<file path="src/common/pia_pkg.sv">
// Constants and types of the PHY identifier and advertisement registers
// Operation
// Identifier high register returns OUI bits 3..18 as a constant, no reset touches it.
// Identifier low register bits 15:10 return OUI bits 19..24, constant across resets.
// Identifier low register bits 3:0 return the silicon revision number.
// Advertisement writes stay pending until software reset, restart, power-up or link loss; the code applies the T4 bit at once.
// When gigabit is advertised the device sends the required next pages by itself.
// Software keeps the next page bit clear unless it has next pages of its own.
// The remote fault bit of the sent base page follows the applied remote fault bit.
// Hardware reset loads asymmetric pause and pause from the pause strap.
// The pause bit tells the partner whether the MAC implements pause.
// The 100BASE-T4 bit resets to zero on hardware reset and survives software reset.
// Forced gigabit with negotiation off still negotiates gigabit only, duplex from the bit.
// In forced gigabit the 10/100 bits and the gigabit control bits are ignored.
// Hardware reset loads both 100BASE-TX bits from strap bit one.
// The acknowledge bit always reads zero and ignores writes.
package pia_pkg;

  // ----------------------------------------------------------------
  // Register indices (byte address is four times the index)
  // ----------------------------------------------------------------
  localparam logic [5:0] IDX_ID_HIGH = 6'h02;
  localparam logic [5:0] IDX_ID_LOW = 6'h03;
  localparam logic [5:0] IDX_ADVERT = 6'h04;
  localparam logic [5:0] IDX_NEG_CTRL = 6'h10;
  localparam logic [5:0] IDX_ADV_STATE = 6'h11;

  // ----------------------------------------------------------------
  // Field positions
  // ----------------------------------------------------------------
  localparam int B_NP = 15;
  localparam int B_ACK = 14;
  localparam int B_RF = 13;
  localparam int B_ASYM = 11;
  localparam int B_PAUSE = 10;
  localparam int B_T4 = 9;
  localparam int B_FD100 = 8;
  localparam int B_HD100 = 7;
  // Bits that wait for a trigger event
  localparam logic [15:0] ADV_PEND_MASK = 16'hbd80;
  // Negotiation control register bits
  localparam int C_SWRST = 0;
  localparam int C_RESTART = 1;
  localparam int C_PDOWN = 2;
  localparam int C_ANEN = 3;
  localparam int C_SPD1000 = 4;
  localparam int C_DUPLEX = 5;
  localparam int C_GFD = 6;
  localparam int C_GHD = 7;
  localparam logic [7:0] CTRL_RST = 8'hc8;
  localparam logic [7:0] CTRL_WMASK = 8'hfc;
  // Advertisement state register bits
  localparam int S_AUTO_NP = 2;
  localparam int S_GFD = 1;
  localparam int S_GHD = 0;
  localparam logic [15:0] ADV_RST = 16'h0000;
  localparam logic [1:0] ADDR_ALIGNED = 2'h0;

  // ----------------------------------------------------------------
  // Carriers
  // ----------------------------------------------------------------
  typedef struct packed {
    logic psel;
    logic penable;
    logic pwrite;
    logic [7:0] paddr;
    logic [31:0] pwdata;
  } pia_apb_req_t;

  typedef struct packed {
    logic pready;
    logic pslverr;
    logic [31:0] prdata;
  } pia_apb_rsp_t;

  typedef struct packed {
    logic [15:0] base_page;
    logic giga_fd;
    logic giga_hd;
    logic auto_next_page;
  } pia_adv_t;

endpackage

</file>
<file path="src/pia_regs.sv">
// PHY identifier and copper advertisement register bank with APB slave
module pia_regs #(
  parameter logic [15:0] OUI_HIGH = 16'h1234, // arbitrary value
  parameter logic [5:0] OUI_LOW = 6'h15, // arbitrary value
  parameter logic [5:0] MODEL = 6'h2a, // arbitrary value
  parameter logic [3:0] REVISION = 4'h1
) (
  input wire logic pclk,
  input wire logic presetn,
  input wire pia_pkg::pia_apb_req_t apb_req,
  output pia_pkg::pia_apb_rsp_t apb_rsp,
  input wire logic pause_ability_strap,
  input wire logic negotiation_config_strap_bit1,
  input wire logic link_up,
  output pia_pkg::pia_adv_t adv
);
  import pia_pkg::*;

  typedef struct packed {
    logic [7:0] ctrl;
    logic [15:0] pend;
    logic [15:0] act;
    logic link_q;
    logic strap_done;
    pia_apb_rsp_t rsp;
    pia_adv_t adv;
  } pia_state_t;

  pia_state_t s;
  pia_state_t next_s;
  logic [5:0] idx;
  logic setup;
  logic wr;
  logic apply;
  logic forced;

  // ----------------------------------------------------------------
  // Read mux
  // ----------------------------------------------------------------
  function automatic logic [15:0] rd_word(input logic [5:0] i, input pia_state_t st);
    logic [15:0] w;
    w = 16'h0000;
    case (i)
      IDX_ID_HIGH: w = OUI_HIGH;
      IDX_ID_LOW: w = {OUI_LOW, MODEL, REVISION}; // see R2
      IDX_ADVERT: w = st.pend;
      IDX_NEG_CTRL: w = {8'h00, st.ctrl};
      IDX_ADV_STATE: w = {st.act[15:7], 4'h0, st.adv.auto_next_page, st.adv.giga_fd,
                          st.adv.giga_hd};
      default: w = 16'h0000;
    endcase
    return w;
  endfunction

  function automatic logic hit(input logic [5:0] i);
    return (i == IDX_ID_HIGH) || (i == IDX_ID_LOW) || (i == IDX_ADVERT) ||
           (i == IDX_NEG_CTRL) || (i == IDX_ADV_STATE);
  endfunction

  assign idx = apb_req.paddr[7:2];
  assign setup = apb_req.psel & ~apb_req.penable;
  // Write lands only at the completing access edge
  assign wr = apb_req.psel & apb_req.penable & s.rsp.pready & apb_req.pwrite &
              ~s.rsp.pslverr;

  // ----------------------------------------------------------------
  // Next state
  // ----------------------------------------------------------------
  always_comb begin
    next_s = s;
    apply = 1'b0;
    // Answer one cycle after setup, so access lasts one cycle
    next_s.rsp.pready = setup;
    if (setup) begin
      next_s.rsp.pslverr = ~hit(idx) | (apb_req.paddr[1:0] != ADDR_ALIGNED);
      next_s.rsp.prdata = {16'h0000, rd_word(idx, s)};
      // Refused accesses return zero data, whatever the index decodes to
      if (next_s.rsp.pslverr) begin
        next_s.rsp.prdata = '0;
      end
    end
    // Control bits; reset and restart are strobes, never stored
    if (wr && idx == IDX_NEG_CTRL) begin
      next_s.ctrl = apb_req.pwdata[7:0] & CTRL_WMASK;
      // each of these releases the pending word
      if (apb_req.pwdata[C_SWRST] | apb_req.pwdata[C_RESTART]) begin
        apply = 1'b1;
      end
      if (s.ctrl[C_PDOWN] & ~apb_req.pwdata[C_PDOWN]) begin
        apply = 1'b1;
      end
    end
    // Loss of link also releases the pending word
    next_s.link_q = link_up;
    if (s.link_q & ~link_up) begin
      apply = 1'b1;
    end
    if (wr && idx == IDX_ADVERT) begin
      // Ack is never stored, so it reads zero
      next_s.pend = apb_req.pwdata[15:0] & ADV_PEND_MASK;
      next_s.pend[B_T4] = apb_req.pwdata[B_T4];
      // T4 is not held back and a software reset leaves it alone
      next_s.act[B_T4] = apb_req.pwdata[B_T4];
    end
    if (apply) begin
      // Pending bits move over together
      next_s.act = (next_s.pend & ADV_PEND_MASK) | (next_s.act & ~ADV_PEND_MASK);
    end
    // Straps are caught once, on the first edge after reset release
    if (!s.strap_done) begin
      next_s.strap_done = 1'b1;
      next_s.pend[B_ASYM] = pause_ability_strap;
      next_s.pend[B_PAUSE] = pause_ability_strap; // see R8
      next_s.pend[B_FD100] = negotiation_config_strap_bit1;
      next_s.pend[B_HD100] = negotiation_config_strap_bit1;
      next_s.act = next_s.pend;
    end
    // Transmitted page built from applied and control state
    forced = ~next_s.ctrl[C_ANEN] & next_s.ctrl[C_SPD1000];
    next_s.adv.base_page = next_s.act & ~(16'h0001 << B_ACK);
    if (forced) begin
      // Gigabit only; 10/100 and gigabit control bits ignored; see R11
      next_s.adv.base_page[B_FD100] = 1'b0;
      next_s.adv.base_page[B_HD100] = 1'b0;
      next_s.adv.giga_fd = next_s.ctrl[C_DUPLEX];
      next_s.adv.giga_hd = ~next_s.ctrl[C_DUPLEX];
    end else begin
      next_s.adv.giga_fd = next_s.ctrl[C_GFD];
      next_s.adv.giga_hd = next_s.ctrl[C_GHD];
    end
    // Gigabit needs next pages; the block sends them itself
    next_s.adv.auto_next_page = next_s.adv.giga_fd | next_s.adv.giga_hd;
    next_s.adv.base_page[B_NP] = next_s.act[B_NP] | next_s.adv.auto_next_page;
  end

  // ----------------------------------------------------------------
  // State register
  // ----------------------------------------------------------------
  always_ff @(posedge pclk or negedge presetn) begin
    if (!presetn) begin
      s <= '0;
      s.ctrl <= CTRL_RST;
      s.pend <= ADV_RST;
      s.act <= ADV_RST;
    end else begin
      s <= next_s;
    end
  end

  // Outputs straight from the state flops
  assign apb_rsp = s.rsp;
  assign adv = s.adv;
endmodule
</file>
<file path="config.mk">
export PLATFORM = sky130hd
export DESIGN_NAME = pia_regs
export DESIGN_NICKNAME = d
export VERILOG_FILES = /design/src/common/pia_pkg.sv /design/src/pia_regs.sv
export SDC_FILE = /design/constraint.sdc
export NUM_CORES = 1
export LEC_CHECK = 0
export ABC_CLOCK_PERIOD_IN_PS = 4750
export BUFFER_PORTS_ARGS = -buffer_cell sky130_fd_sc_hd__buf_2
export CAP_MARGIN = 20
export CORE_MARGIN = 5
export CORE_UTILIZATION = 55
export CTS_CLUSTER_SIZE = 14
export DETAILED_ROUTE_END_ITERATION = 7
export PLACE_DENSITY = 0.85
export SLEW_MARGIN = 20
export SYNTH_ARGS = -nofsm -noshare
export SYNTH_HDL_FRONTEND = slang
export SYNTH_SLANG_ARGS = --single-unit
export TNS_END_PERCENT = 1
</file>
<file path="constraint.sdc">
create_clock -name pclk -period 4.75 [get_ports pclk]
set_input_delay 0 -clock pclk [delete_from_list [all_inputs] [get_ports pclk]]
set_output_delay 0 -clock pclk [all_outputs]
set_load 0.03 [all_outputs]
</file>
==> PnR_summary.wiki, run 1 <==
{| class="wikitable"
! Metric !! Value
|-
| Count of inserted antenna diode cells || 0
|-
| Number of levels the H-tree was split into || 3
|-
| Layout Cell Area excl Fill || 0.00352 mm2
|-
| Final Hold Vio Count || 0
|-
| Area share of the leading cell type in the synthesized netlist || 0.484
|-
| Global-route wire length before repair || 10.2 mm
|-
| Vias in the first global route || 2097
|-
| Overflow left after global routing || 0
|-
| Fill cell count || 437
|-
| Maximum ir drop on the vdd rail || 153 uV
|-
| Critical path startpoint category || register
|-
| Classification of the worst setup path || register to register
|-
| Detailed Routing Iterations Pass 1 || 4
|-
| Number of clock buffers inserted by TritonCTS || 9
|-
| Fraction of final layout cells sized beyond drive strength 1 || 0.339
|-
| Average via count per standard cell || 5.20
|-
| Number of nets still failing antenna checks after routing || 0
|-
| Most instantiated cells after synthesis || sky130_fd_sc_hd__dfrtp_1 (61), sky130_fd_sc_hd__buf_4 (53), sky130_fd_sc_hd__mux2_2 (22), sky130_fd_sc_hd__nand2_1 (21), sky130_fd_sc_hd__o21ai_0 (16)
|-
| Flip-flop and latch count after synthesis || 64
|-
| Share of synthesized flip-flops with an asynchronous set or reset || 1.00
|-
| Total number of nets in the final design || 377
|-
| Setup Skew || 0.00700 ns
|-
| Die Area || 0.00734 mm2
|-
| Number of buffers inserted by port buffering || 66
|-
| Setup Viol. Count Final || 0
|-
| Sequential share of the synthesized area || 0.509
|-
| Number of enable-type register cells in the synthesized netlist || 0
|-
| Max-slew violation total from the final report || 0
|-
| CTS tree || yes
|-
| Max clock buf depth || 2
|-
| X dimension of the die || 85.7 um
|-
| Cell taking the most area after synthesis || sky130_fd_sc_hd__dfrtp_1
|-
| Static leakage power || 1.83 nW
|-
| Maximum clock frequency || 477 MHz
|-
| Initial Util || 0.569
|-
| Clock period minus worst slack || 2.10 ns
|-
| Sequence of cells on the critical path || nor2b_1, nand4_2, mux2_2, mux2_4, or2_1
|-
| Clock sink total || 64
|-
| RSZ-0062 raised after global routing || false
|-
| Longest individual stage delay on the worst path || 0.47 ns
|-
| Most used standard cell by instance count after synthesis || sky130_fd_sc_hd__dfrtp_1
|-
| Crit share post-route || 0.441
|-
| DRC violations left || 0
|-
| Routed Wire Length || 6.28 mm
|-
| Initial antenna violation count || 0
|-
| Worst hold slack across all endpoints || 0.0123 ns
|-
| Overall routing resource usage || 0.180
|-
| Total negative setup slack || 0 ns
|-
| Total of max-cap violations || 0
|-
| Count of distinct cell types in the synthesized netlist || 42
|-
| Required time of the worst setup path || 4.97 ns
|-
| Post-cts resize count || 0
|-
| Area growth from synthesis to final layout || 11.6%
|-
| Clock insertion delay at the later pin of the skew report || 0.33 ns
|-
| Root Driver || sky130_fd_sc_hd__clkbuf_8
|-
| Post-detailed-placement cell area || 0.00319 mm2
|-
| Worst EP arrival || 2.32 ns
|-
| IO Count || 101
|-
| Nature of the critical path endpoint || register
|-
| Dominant synthesized flop cell || sky130_fd_sc_hd__dfrtp_1
|-
| HPWL after detailed placement || 4.45 mm
|-
| Run status || complete, no violations
|-
| Cts-stage hold buffer count || 14
|-
| Post-synthesis cell count || 285
|-
| Number of warning messages in the yosys log || 0
|-
| Critical path's top delay family || simple AND/OR/NAND/NOR gates
|-
| Clock input transition at the sequential cells of the worst setup and hold paths || 0.07 ns
|-
| Placer congestion estimate || 0.818
|-
| Leading cell types by total area after synthesis || sky130_fd_sc_hd__dfrtp_1 (48%), sky130_fd_sc_hd__buf_4 (13%), sky130_fd_sc_hd__mux2_2 (7.9%)
|-
| Slew at the pin closest to its max-slew limit || 0.781 ns
|-
| Power per cell area || 316 mW/mm2
|-
| Tightest Hold Check Type || input port to register
|-
| Vertical die dimension || 85.7 um
|-
| Maximum number of pins on one net before global-route repair || 65
|-
| Number of DRC markers in iteration 0 || 95
|-
| CP Max Fanout || 18
|-
| Syn Std Cell Area || 0.00315 mm2
|-
| Site row count || 27
|-
| Wire per inst || 15.5 um
|-
| Area of the core || 0.00554 mm2
|-
| Number of setup buffers added after CTS || 0
|-
| Slowest stage cell on the critical path || sky130_fd_sc_hd__mux2_2
|-
| Total via count after detailed routing || 2108
|-
| Combined buffer and inverter count along the critical path || 0
|-
| Syn Area/Cell || 11.1 um2
|-
| Headroom to the max-slew limit || 0.480
|}
[tightest hold or removal path, delay by kind of cell]
family / cells / cell delay, ns
multiplexers: 1 / 0.11
AO/OA/AOI/OAI: 1 / 0.09
buffers and inverters: 1 / 0.10
[cell type report]
cell class / count / area, um2 / share of cell area
well taps: 72 / 90.1 / 0.0256
multi-input cells: 170 / 1140 / 0.324
flip-flops and latches: 64 / 1610 / 0.457
inverters: 2 / 7.51 / 0.00214
repair buffers: 82 / 485 / 0.138
clock inverters: 3 / 42.5 / 0.0121
clock buffers: 12 / 145 / 0.0413
[registers in the layout, indices dropped and copies added (netlist names)]
signal and cells:
adv 18, apb_rsp 18, s 28
[cell families after synthesis]
logic type	synth area share
compound gates	0.104
xor+xnor	0.00278
buf+inv	0.148
flops	0.509
mux	0.109
other cells	0.00238
simple gates	0.124
[routing by layer]
metal,global-route usage,vias to the layer above,routed length (um)
met1,0.244,1001,2820
li1,-,1003,-
met3,0.0327,19,434
met2,0.272,85,2820
met5,0,-,0
met4,0.106,0,198
[power breakdown]
part	switching [mW]	total, mW	internal, mW
logic	0.0651	0.100	0.0351
registers	0.00835	0.564	0.556
clock network	0.192	0.446	0.253
total	0.266	1.11	0.844
[placed cells by master (no fill, tap or decap), types with 3 or more instances in the layout]
master	netlist	routed
sky130_fd_sc_hd__mux2i_1	8	8
sky130_fd_sc_hd__dlygate4sd3_1	0	14
sky130_fd_sc_hd__mux2_2	22	22
sky130_fd_sc_hd__nor3_1	3	3
sky130_fd_sc_hd__clkbuf_8	0	10
sky130_fd_sc_hd__nor2_1	9	9
sky130_fd_sc_hd__nand2_1	21	21
sky130_fd_sc_hd__dfstp_2	3	3
sky130_fd_sc_hd__o21ai_0	16	16
sky130_fd_sc_hd__a221oi_1	4	4
sky130_fd_sc_hd__and2_1	12	12
sky130_fd_sc_hd__nand2b_1	3	3
sky130_fd_sc_hd__a22o_1	5	5
sky130_fd_sc_hd__conb_1	2	18
sky130_fd_sc_hd__dfrtp_1	61	61
sky130_fd_sc_hd__a21oi_1	7	7
sky130_fd_sc_hd__buf_2	1	66
sky130_fd_sc_hd__nor2b_1	5	5
sky130_fd_sc_hd__a22oi_1	11	11
[path summary, 6_finish.rpt]
check                            start    endpoint  slack (ns)  depth (start not counted)
max reg2reg                apb_rsp[32]     adv[18]        2.65                          5
min reg2reg                 apb_rsp[3]  apb_rsp[3]        0.48                          2
max in group asynchronous      presetn       s[85]        3.87                          3
min                        apb_req[11]       s[82]        0.01                          3
min in group asynchronous      presetn     adv[10]        0.37                          3
max                        apb_rsp[32]     adv[18]        2.65                          5
[metrics by stage]
stage	total power, mW	setup slack [ns]	cells	util
2_1_floorplan	0.647	2.86	301	-
3_3_place_gp	0.664	2.69	376	0.575
3_5_place_dp	0.666	2.64	376	0.575
4_1_cts	1.12	2.64	405	0.635
5_1_grt	1.15	2.52	405	0.635
6_report	1.11	2.65	405	0.635
(Power assumes the default switching activity.)
==> inputs of run 2 (changes only) <==
Settings changed: ABC_CLOCK_PERIOD_IN_PS 4750 to 2100, CORE_UTILIZATION 55 to 51, PLACE_DENSITY 0.85 to 0.8.
Clock period 4.75 ns to 2.1 ns, I/O delays scaled along.
==> run 2 against run 1 <==
  * Non-clock buffer count is 9 higher
  * Highest routed layer unchanged
  * Setup slack worse by 2.5 ns
  * Sequential power is 130% higher
  * Cell count is 3.2% higher
  * Die area is 6.9% higher
  * Flip-flop and latch count stayed put
  * Maximum frequency is 5.3% higher
  * Final area is 2.7% higher
  * Critical endpoint is now s[82]
  * Critical path depth is 1 higher
  * First-iteration DRC count is 55% higher
  * Hold slack better by 0.024 ns
==> PnR_summary.wiki, run 2 (synthesized netlist as in run 1, its figures left out) <==
{| class="wikitable"
! Metric !! Value
|-
| Number of DRC markers in iteration 0 || 147
|-
| Placer congestion estimate || 0.850
|-
| Tightest Hold Check Type || input port to register
|-
| Global-route wire length before repair || 10.9 mm
|-
| Maximum number of pins on one net before global-route repair || 40
|-
| Worst EP arrival || 2.21 ns
|-
| Wl on met1 || 2.77 mm
|-
| Clock period minus worst slack || 1.99 ns
|-
| Crit share post-route || 0.948
|-
| Static leakage power || 1.88 nW
|-
| Highest metal used || met4
|-
| Fraction of final layout cells sized beyond drive strength 1 || 0.356
|-
| Initial antenna violation count || 0
|-
| Slowest stage cell on the critical path || sky130_fd_sc_hd__dlygate4sd3_1
|-
| Headroom to the max-slew limit || 0.406
|-
| Area of the core || 0.00596 mm2
|-
| Setup Viol. Count Final || 0
|-
| Vias in the first global route || 2238
|-
| Initial Util || 0.529
|-
| Clock input transition at the sequential cells of the worst setup and hold paths || 0.07 ns
|-
| Area growth from synthesis to final layout || 14.6%
|-
| Number of nets still failing antenna checks after routing || 0
|-
| Clock insertion delay at the later pin of the skew report || 0.34 ns
|-
| Maximum ir drop on the vdd rail || 447 uV
|-
| Count of inserted antenna diode cells || 0
|-
| Highest-count cells in the layout ignoring fill and taps || sky130_fd_sc_hd__buf_2 (66), sky130_fd_sc_hd__dfrtp_1 (61), sky130_fd_sc_hd__mux2_2 (22)
|-
| Power per cell area || 698 mW/mm2
|-
| Met2 wire len || 3.37 mm
|-
| Number of flip-flops in the largest register || 28
|-
| Cell depth of the worst flop-to-flop path || 6
|-
| Final Hold Vio Count || 0
|-
| Fill cell count || 495
|-
| Vertical die dimension || 88.6 um
|-
| Slew at the pin closest to its max-slew limit || 0.891 ns
|-
| IO Count || 101
|-
| Number of setup buffers added after CTS || 0
|-
| Setup Skew || 0.00674 ns
|-
| HPWL after detailed placement || 4.91 mm
|-
| CTS tree || yes
|-
| Register containing the most flip-flops in the final layout || s
|-
| Number of clock buffers inserted by TritonCTS || 9
|-
| Overall routing resource usage || 0.186
|-
| Site row count || 28
|-
| Number of buffers inserted by port buffering || 66
|-
| Commonest non-fill, non-tap cell in the layout || sky130_fd_sc_hd__buf_2
|-
| Met3 wire length || 592 um
|-
| Die Area || 0.00785 mm2
|-
| Min-Delay Path Depth || 3
|-
| Detailed Routing Iterations Pass 1 || 4
|-
| Overflow left after global routing || 0
|-
| Design Power || 2.52 mW
|-
| Root Driver || sky130_fd_sc_hd__clkbuf_8
|-
| Nature of the critical path endpoint || register
|-
| DRC violations left || 0
|-
| Worst hold slack across all endpoints || 0.0361 ns
|-
| Longest individual stage delay on the worst path || 0.57 ns
|-
| Area taken by multi-input logic gates || 0.00114 mm2
|-
| Total of max-cap violations || 0
|-
| Placement-stage worst setup slack || 0.205 ns
|-
| Max clock buf depth || 2
|-
| Total number of nets in the final design || 386
|-
| Total via count after detailed routing || 2220
|-
| Routed Wire Length || 6.82 mm
|-
| Area occupied by registers || 0.00161 mm2
|-
| CP Max Fanout || 17
|-
| Post-cts resize count || 0
|-
| RSZ-0062 raised after global routing || false
|-
| Sequence of cells on the critical path || and3_1, nand4_2, buf_4, mux2i_1, a21oi_1, dlygate4sd3_1
|-
| Maximum clock frequency || 502 MHz
|-
| Max-slew violation total from the final report || 0
|-
| Wire per inst || 16.3 um
|-
| Clock sink total || 64
|-
| Run status || complete, no violations
|-
| Number of levels the H-tree was split into || 3
|-
| Total negative setup slack || 0 ns
|-
| Required time of the worst setup path || 2.32 ns
|-
| Average via count per standard cell || 5.31
|-
| Critical path startpoint category || register
|-
| Least setup slack across all paths after layout || 0.109 ns
|-
| X dimension of the die || 88.6 um
|-
| Classification of the worst setup path || register to register
|}
==> run 2: cell types whose count changed in the layout (fill, tap and decap cells not counted) <==
cell | before | now
sky130_fd_sc_hd__buf_12 | 0 | 1
sky130_fd_sc_hd__clkbuf_8 | 10 | 13
sky130_fd_sc_hd__bufinv_16 | 1 | 0
sky130_fd_sc_hd__clkbuf_1 | 2 | 1
sky130_fd_sc_hd__dlygate4sd3_1 | 14 | 16
sky130_fd_sc_hd__buf_4 | 2 | 8
==> run 2: stage by stage <==
| stage | instance area, um2 | utilization | std cells |
|---|---|---|---|
| finish | 3610 | 0.607 | 418 |
| floorplan | 3210 | - | 301 |
| global route | 3610 | 0.607 | 418 |
| CTS | 3610 | 0.607 | 418 |
| global placement | 3260 | 0.547 | 386 |
| detailed placement | 3260 | 0.547 | 386 |
==> run 2: worst paths after layout <==
check	start	end	slack (ns)
min	apb_req[10]	s[81]	0.04
max	apb_rsp[33]	s[82]	0.11
max in group asynchronous	presetn	apb_rsp[15]	1.13
min in group asynchronous	presetn	adv[7]	0.33
max reg2reg	apb_rsp[33]	s[82]	0.11
min reg2reg	apb_rsp[4]	apb_rsp[4]	0.48
==> run 2: layout make-up <==
type	instances	area share
clock buffers	14	0.0506
clock inverters	2	0.00346
inverters	2	0.00208
multi-input cells	170	0.316
flip-flops and latches	64	0.444
well taps	75	0.0260
repair buffers	91	0.158
==> run 2: power breakdown <==
| group | switching, mW | leakage [nW] | internal (mW) |
|---|---|---|---|
| registers | 0.0131 | 0.848 | 1.26 |
| logic | 0.160 | 0.938 | 0.0895 |
| clock network | 0.446 | 0.0987 | 0.556 |
==> run 2: what timing repair did <==
action | 4_1_cts | 5_1_grt
endpoints found under the setup margin | 0 | 0
hold buffers | 16 | 0
hold endpoints to repair | 52 | 0
==> run 2: critical path: cells and delay by family, from the launching register on <==
kind / cells / cell delay, ns
buffers and inverters: 2 / 0.82
DFF: 1 / 0.37
and+or+nand+nor: 2 / 0.36
AOI/OAI and AO/OA: 1 / 0.11
muxes: 1 / 0.23
==> run 2: layer usage <==
layer | track usage | vias to the layer above
li1 | - | 1027
met3 | 0.0577 | 8
met1 | 0.233 | 1091
met5 | 0 | -
met4 | 0.0701 | 0
met2 | 0.304 | 94
==> inputs of run 3 (changes only) <==
Settings changed: CELL_PAD_IN_SITES_DETAIL_PLACEMENT from default to 1, CELL_PAD_IN_SITES_GLOBAL_PLACEMENT from default to 2, CORE_UTILIZATION 51 to 31, PLACE_DENSITY 0.8 to default, PLACE_DENSITY_LB_ADDON from default to 0.1.
==> run 3 against run 2 <==
  * Hold slack got worse by 0.022 ns
  * Maximum frequency increased by 1.2%
  * First-iteration DRC count decreased by 75%
  * Non-clock buffer count decreased by 1
  * Critical path depth decreased by 1
  * Global-route usage decreased by 5.4 points
  * Critical endpoint is now adv[18]
  * Largest power group unchanged
==> PnR_summary.wiki, run 3 (synthesized netlist as in run 1, its figures left out) <==
{| class="wikitable"
! Metric !! Value
|-
| Placed insts || 444
|-
| Net switching power || 661 uW
|-
| Nature of the critical path endpoint || register
|-
| Area of the core || 0.00986 mm2
|-
| Power per cell area || 751 mW/mm2
|-
| Worst EP arrival || 2.19 ns
|-
| Net switching share of the total power || 0.237
|-
| Detailed Routing Iterations Pass 1 || 3
|-
| Required time of the worst setup path || 2.32 ns
|-
| Number of buffers inserted by port buffering || 66
|-
| Register containing the most flip-flops in the final layout || s
|-
| HPWL after detailed placement || 5.93 mm
|-
| Wire per inst || 16.6 um
|-
| Setup Viol. Count Final || 0
|-
| RSZ-0062 raised after global routing || false
|-
| CTS tree || yes
|-
| Initial antenna violation count || 0
|-
| Maximum number of pins on one net before global-route repair || 37
|-
| Headroom to the max-slew limit || 0.545
|-
| Combined buffer and inverter count along the critical path || 0
|-
| Cell Count, Final, Fillers Out || 475
|-
| Max clock buf depth || 2
|-
| Vias in the first global route || 2293
|-
| Classification of the worst setup path || register to register
|-
| Total negative setup slack || 0 ns
|-
| Vertical die dimension || 111 um
|-
| Post-cts resize count || 0
|-
| Clock input transition at the sequential cells of the worst setup and hold paths || 0.07 ns
|-
| DRC violations left || 0
|-
| Longest individual stage delay on the worst path || 0.42 ns
|-
| Clock period minus worst slack || 1.97 ns
|-
| Maximum ir drop on the vdd rail || 355 uV
|-
| Static leakage power || 1.90 nW
|-
| Sequence of cells on the critical path || and2b_2, o2111a_2, or3b_1, mux2_4, or2_1
|-
| Number of setup buffers added after CTS || 0
|-
| Number of clock buffers inserted by TritonCTS || 9
|-
| Total number of nets in the final design || 385
|-
| Design Power || 2.79 mW
|-
| Clock insertion delay at the later pin of the skew report || 0.34 ns
|-
| Fill cell count || 1105
|-
| Critical path's top delay family || simple AND/OR/NAND/NOR gates
|-
| Global-route wire length before repair || 12.9 mm
|-
| Clock sink total || 64
|-
| Number of DRC markers in iteration 0 || 37
|-
| Number of flip-flops in the largest register || 28
|-
| Run status || complete, no violations
|-
| Part of the total power dissipated in the clock network || 0.456
|-
| Maximum clock frequency || 508 MHz
|-
| Site row count || 36
|-
| CP Max Fanout || 4
|-
| Commonest non-fill, non-tap cell in the layout || sky130_fd_sc_hd__buf_2
|-
| Setup Skew || 0.00694 ns
|-
| Number of levels the H-tree was split into || 3
|-
| Tightest Hold Check Type || input port to register
|-
| IO Count || 101
|-
| Placer congestion estimate || 0.742
|-
| Die Area || 0.0123 mm2
|-
| Initial Util || 0.320
|-
| Logic pwr share || 0.089
|-
| Root Driver || sky130_fd_sc_hd__clkbuf_8
|-
| Final Hold Vio Count || 0
|-
| Average via count per standard cell || 4.49
|-
| Routed Wire Length || 7.89 mm
|-
| Critical path startpoint category || register
|-
| Area growth from synthesis to final layout || 17.9%
|-
| Count of inserted antenna diode cells || 0
|-
| Utilization of the core after routing || 0.377
|-
| Stages on worst setup path || 5
|-
| Total of max-cap violations || 0
|-
| Crit share post-route || 0.937
|-
| Max-slew violation total from the final report || 0
|-
| Cts-stage hold buffer count || 15
|-
| Design internal power || 2.13 mW
|-
| Sequential cell fraction of total power || 0.455
|-
| Min-Delay Path Depth || 3
|-
| X dimension of the die || 111 um
|-
| Cell depth of the worst flop-to-flop path || 5
|-
| Slew at the pin closest to its max-slew limit || 0.682 ns
|-
| Number of nets still failing antenna checks after routing || 0
|-
| Total via count after detailed routing || 2132
|-
| Highest-count cells in the layout ignoring fill and taps || sky130_fd_sc_hd__buf_2 (66), sky130_fd_sc_hd__dfrtp_1 (61), sky130_fd_sc_hd__mux2_2 (22)
|-
| Slowest stage cell on the critical path || sky130_fd_sc_hd__or3b_1
|-
| Fraction of final layout cells sized beyond drive strength 1 || 0.357
|-
| Overflow left after global routing || 0
|-
| Overall routing resource usage || 0.133
|}
==> run 3: power groups by stage <==
| stage | Combinational [mW] | Clock [mW] | Sequential (mW) |
|---|---|---|---|
| floorplan | 0.174 | 0 | 1.29 |
| finish | 0.248 | 1.27 | 1.27 |
| CTS | 0.252 | 1.31 | 1.27 |
| detailed placement | 0.230 | 0 | 1.29 |
| global placement | 0.230 | 0 | 1.29 |
| global route | 0.274 | 1.37 | 1.27 |
==> run 3: through the flow <==
stage	area [um2]	setup slack [ns]	hold WS, ns
after floorplan	3210	0.208	-0.296
after global placement	3330	0.182	0.0898
after detailed placement	3330	0.152	0.0761
after CTS	3710	0.140	0.00145
after global routing	3710	0.105	0.0275
final	3710	0.133	0.0145
==> run 3: worst min-delay path, cell delays in order <==
cell	delay (ns)
sky130_fd_sc_hd__buf_2	0.10
sky130_fd_sc_hd__mux2i_1	0.11
sky130_fd_sc_hd__a21oi_1	0.09
==> run 3: worst paths after layout <==
path	startpoint	end	slack, ns
setup reg to reg	s[89]	adv[18]	0.13
hold reg to reg	apb_rsp[8]	apb_rsp[8]	0.48
setup / recovery	s[89]	adv[18]	0.13
max in group asynchronous	presetn	s[93]	1.15
min in group asynchronous	presetn	apb_rsp[33]	0.25
hold / removal	apb_req[11]	s[82]	0.01
==> run 3: layer usage <==
| metal | up-vias | GRT usage | share of wire |
|---|---|---|---|
| met3 | 8 | 0.0344 | 0.043 |
| li1 | 1028 | - | - |
| met4 | 0 | 0.0443 | 0.013 |
| met5 | - | 0 | 0 |
| met2 | 54 | 0.201 | 0.45 |
| met1 | 1042 | 0.184 | 0.49 |
==> run 3: area by class of cell <==
| type | instances | area [um2] | area share |
|---|---|---|---|
| sequential | 64 | 1610 | 0.432 |
| multi-input combinational | 170 | 1140 | 0.307 |
| timing repair buffer | 90 | 561 | 0.151 |
| tap | 133 | 166 | 0.0448 |
| clock buffer | 10 | 128 | 0.0344 |
| clock inverter | 6 | 108 | 0.0290 |
| inverter | 2 | 7.51 | 0.00202 |
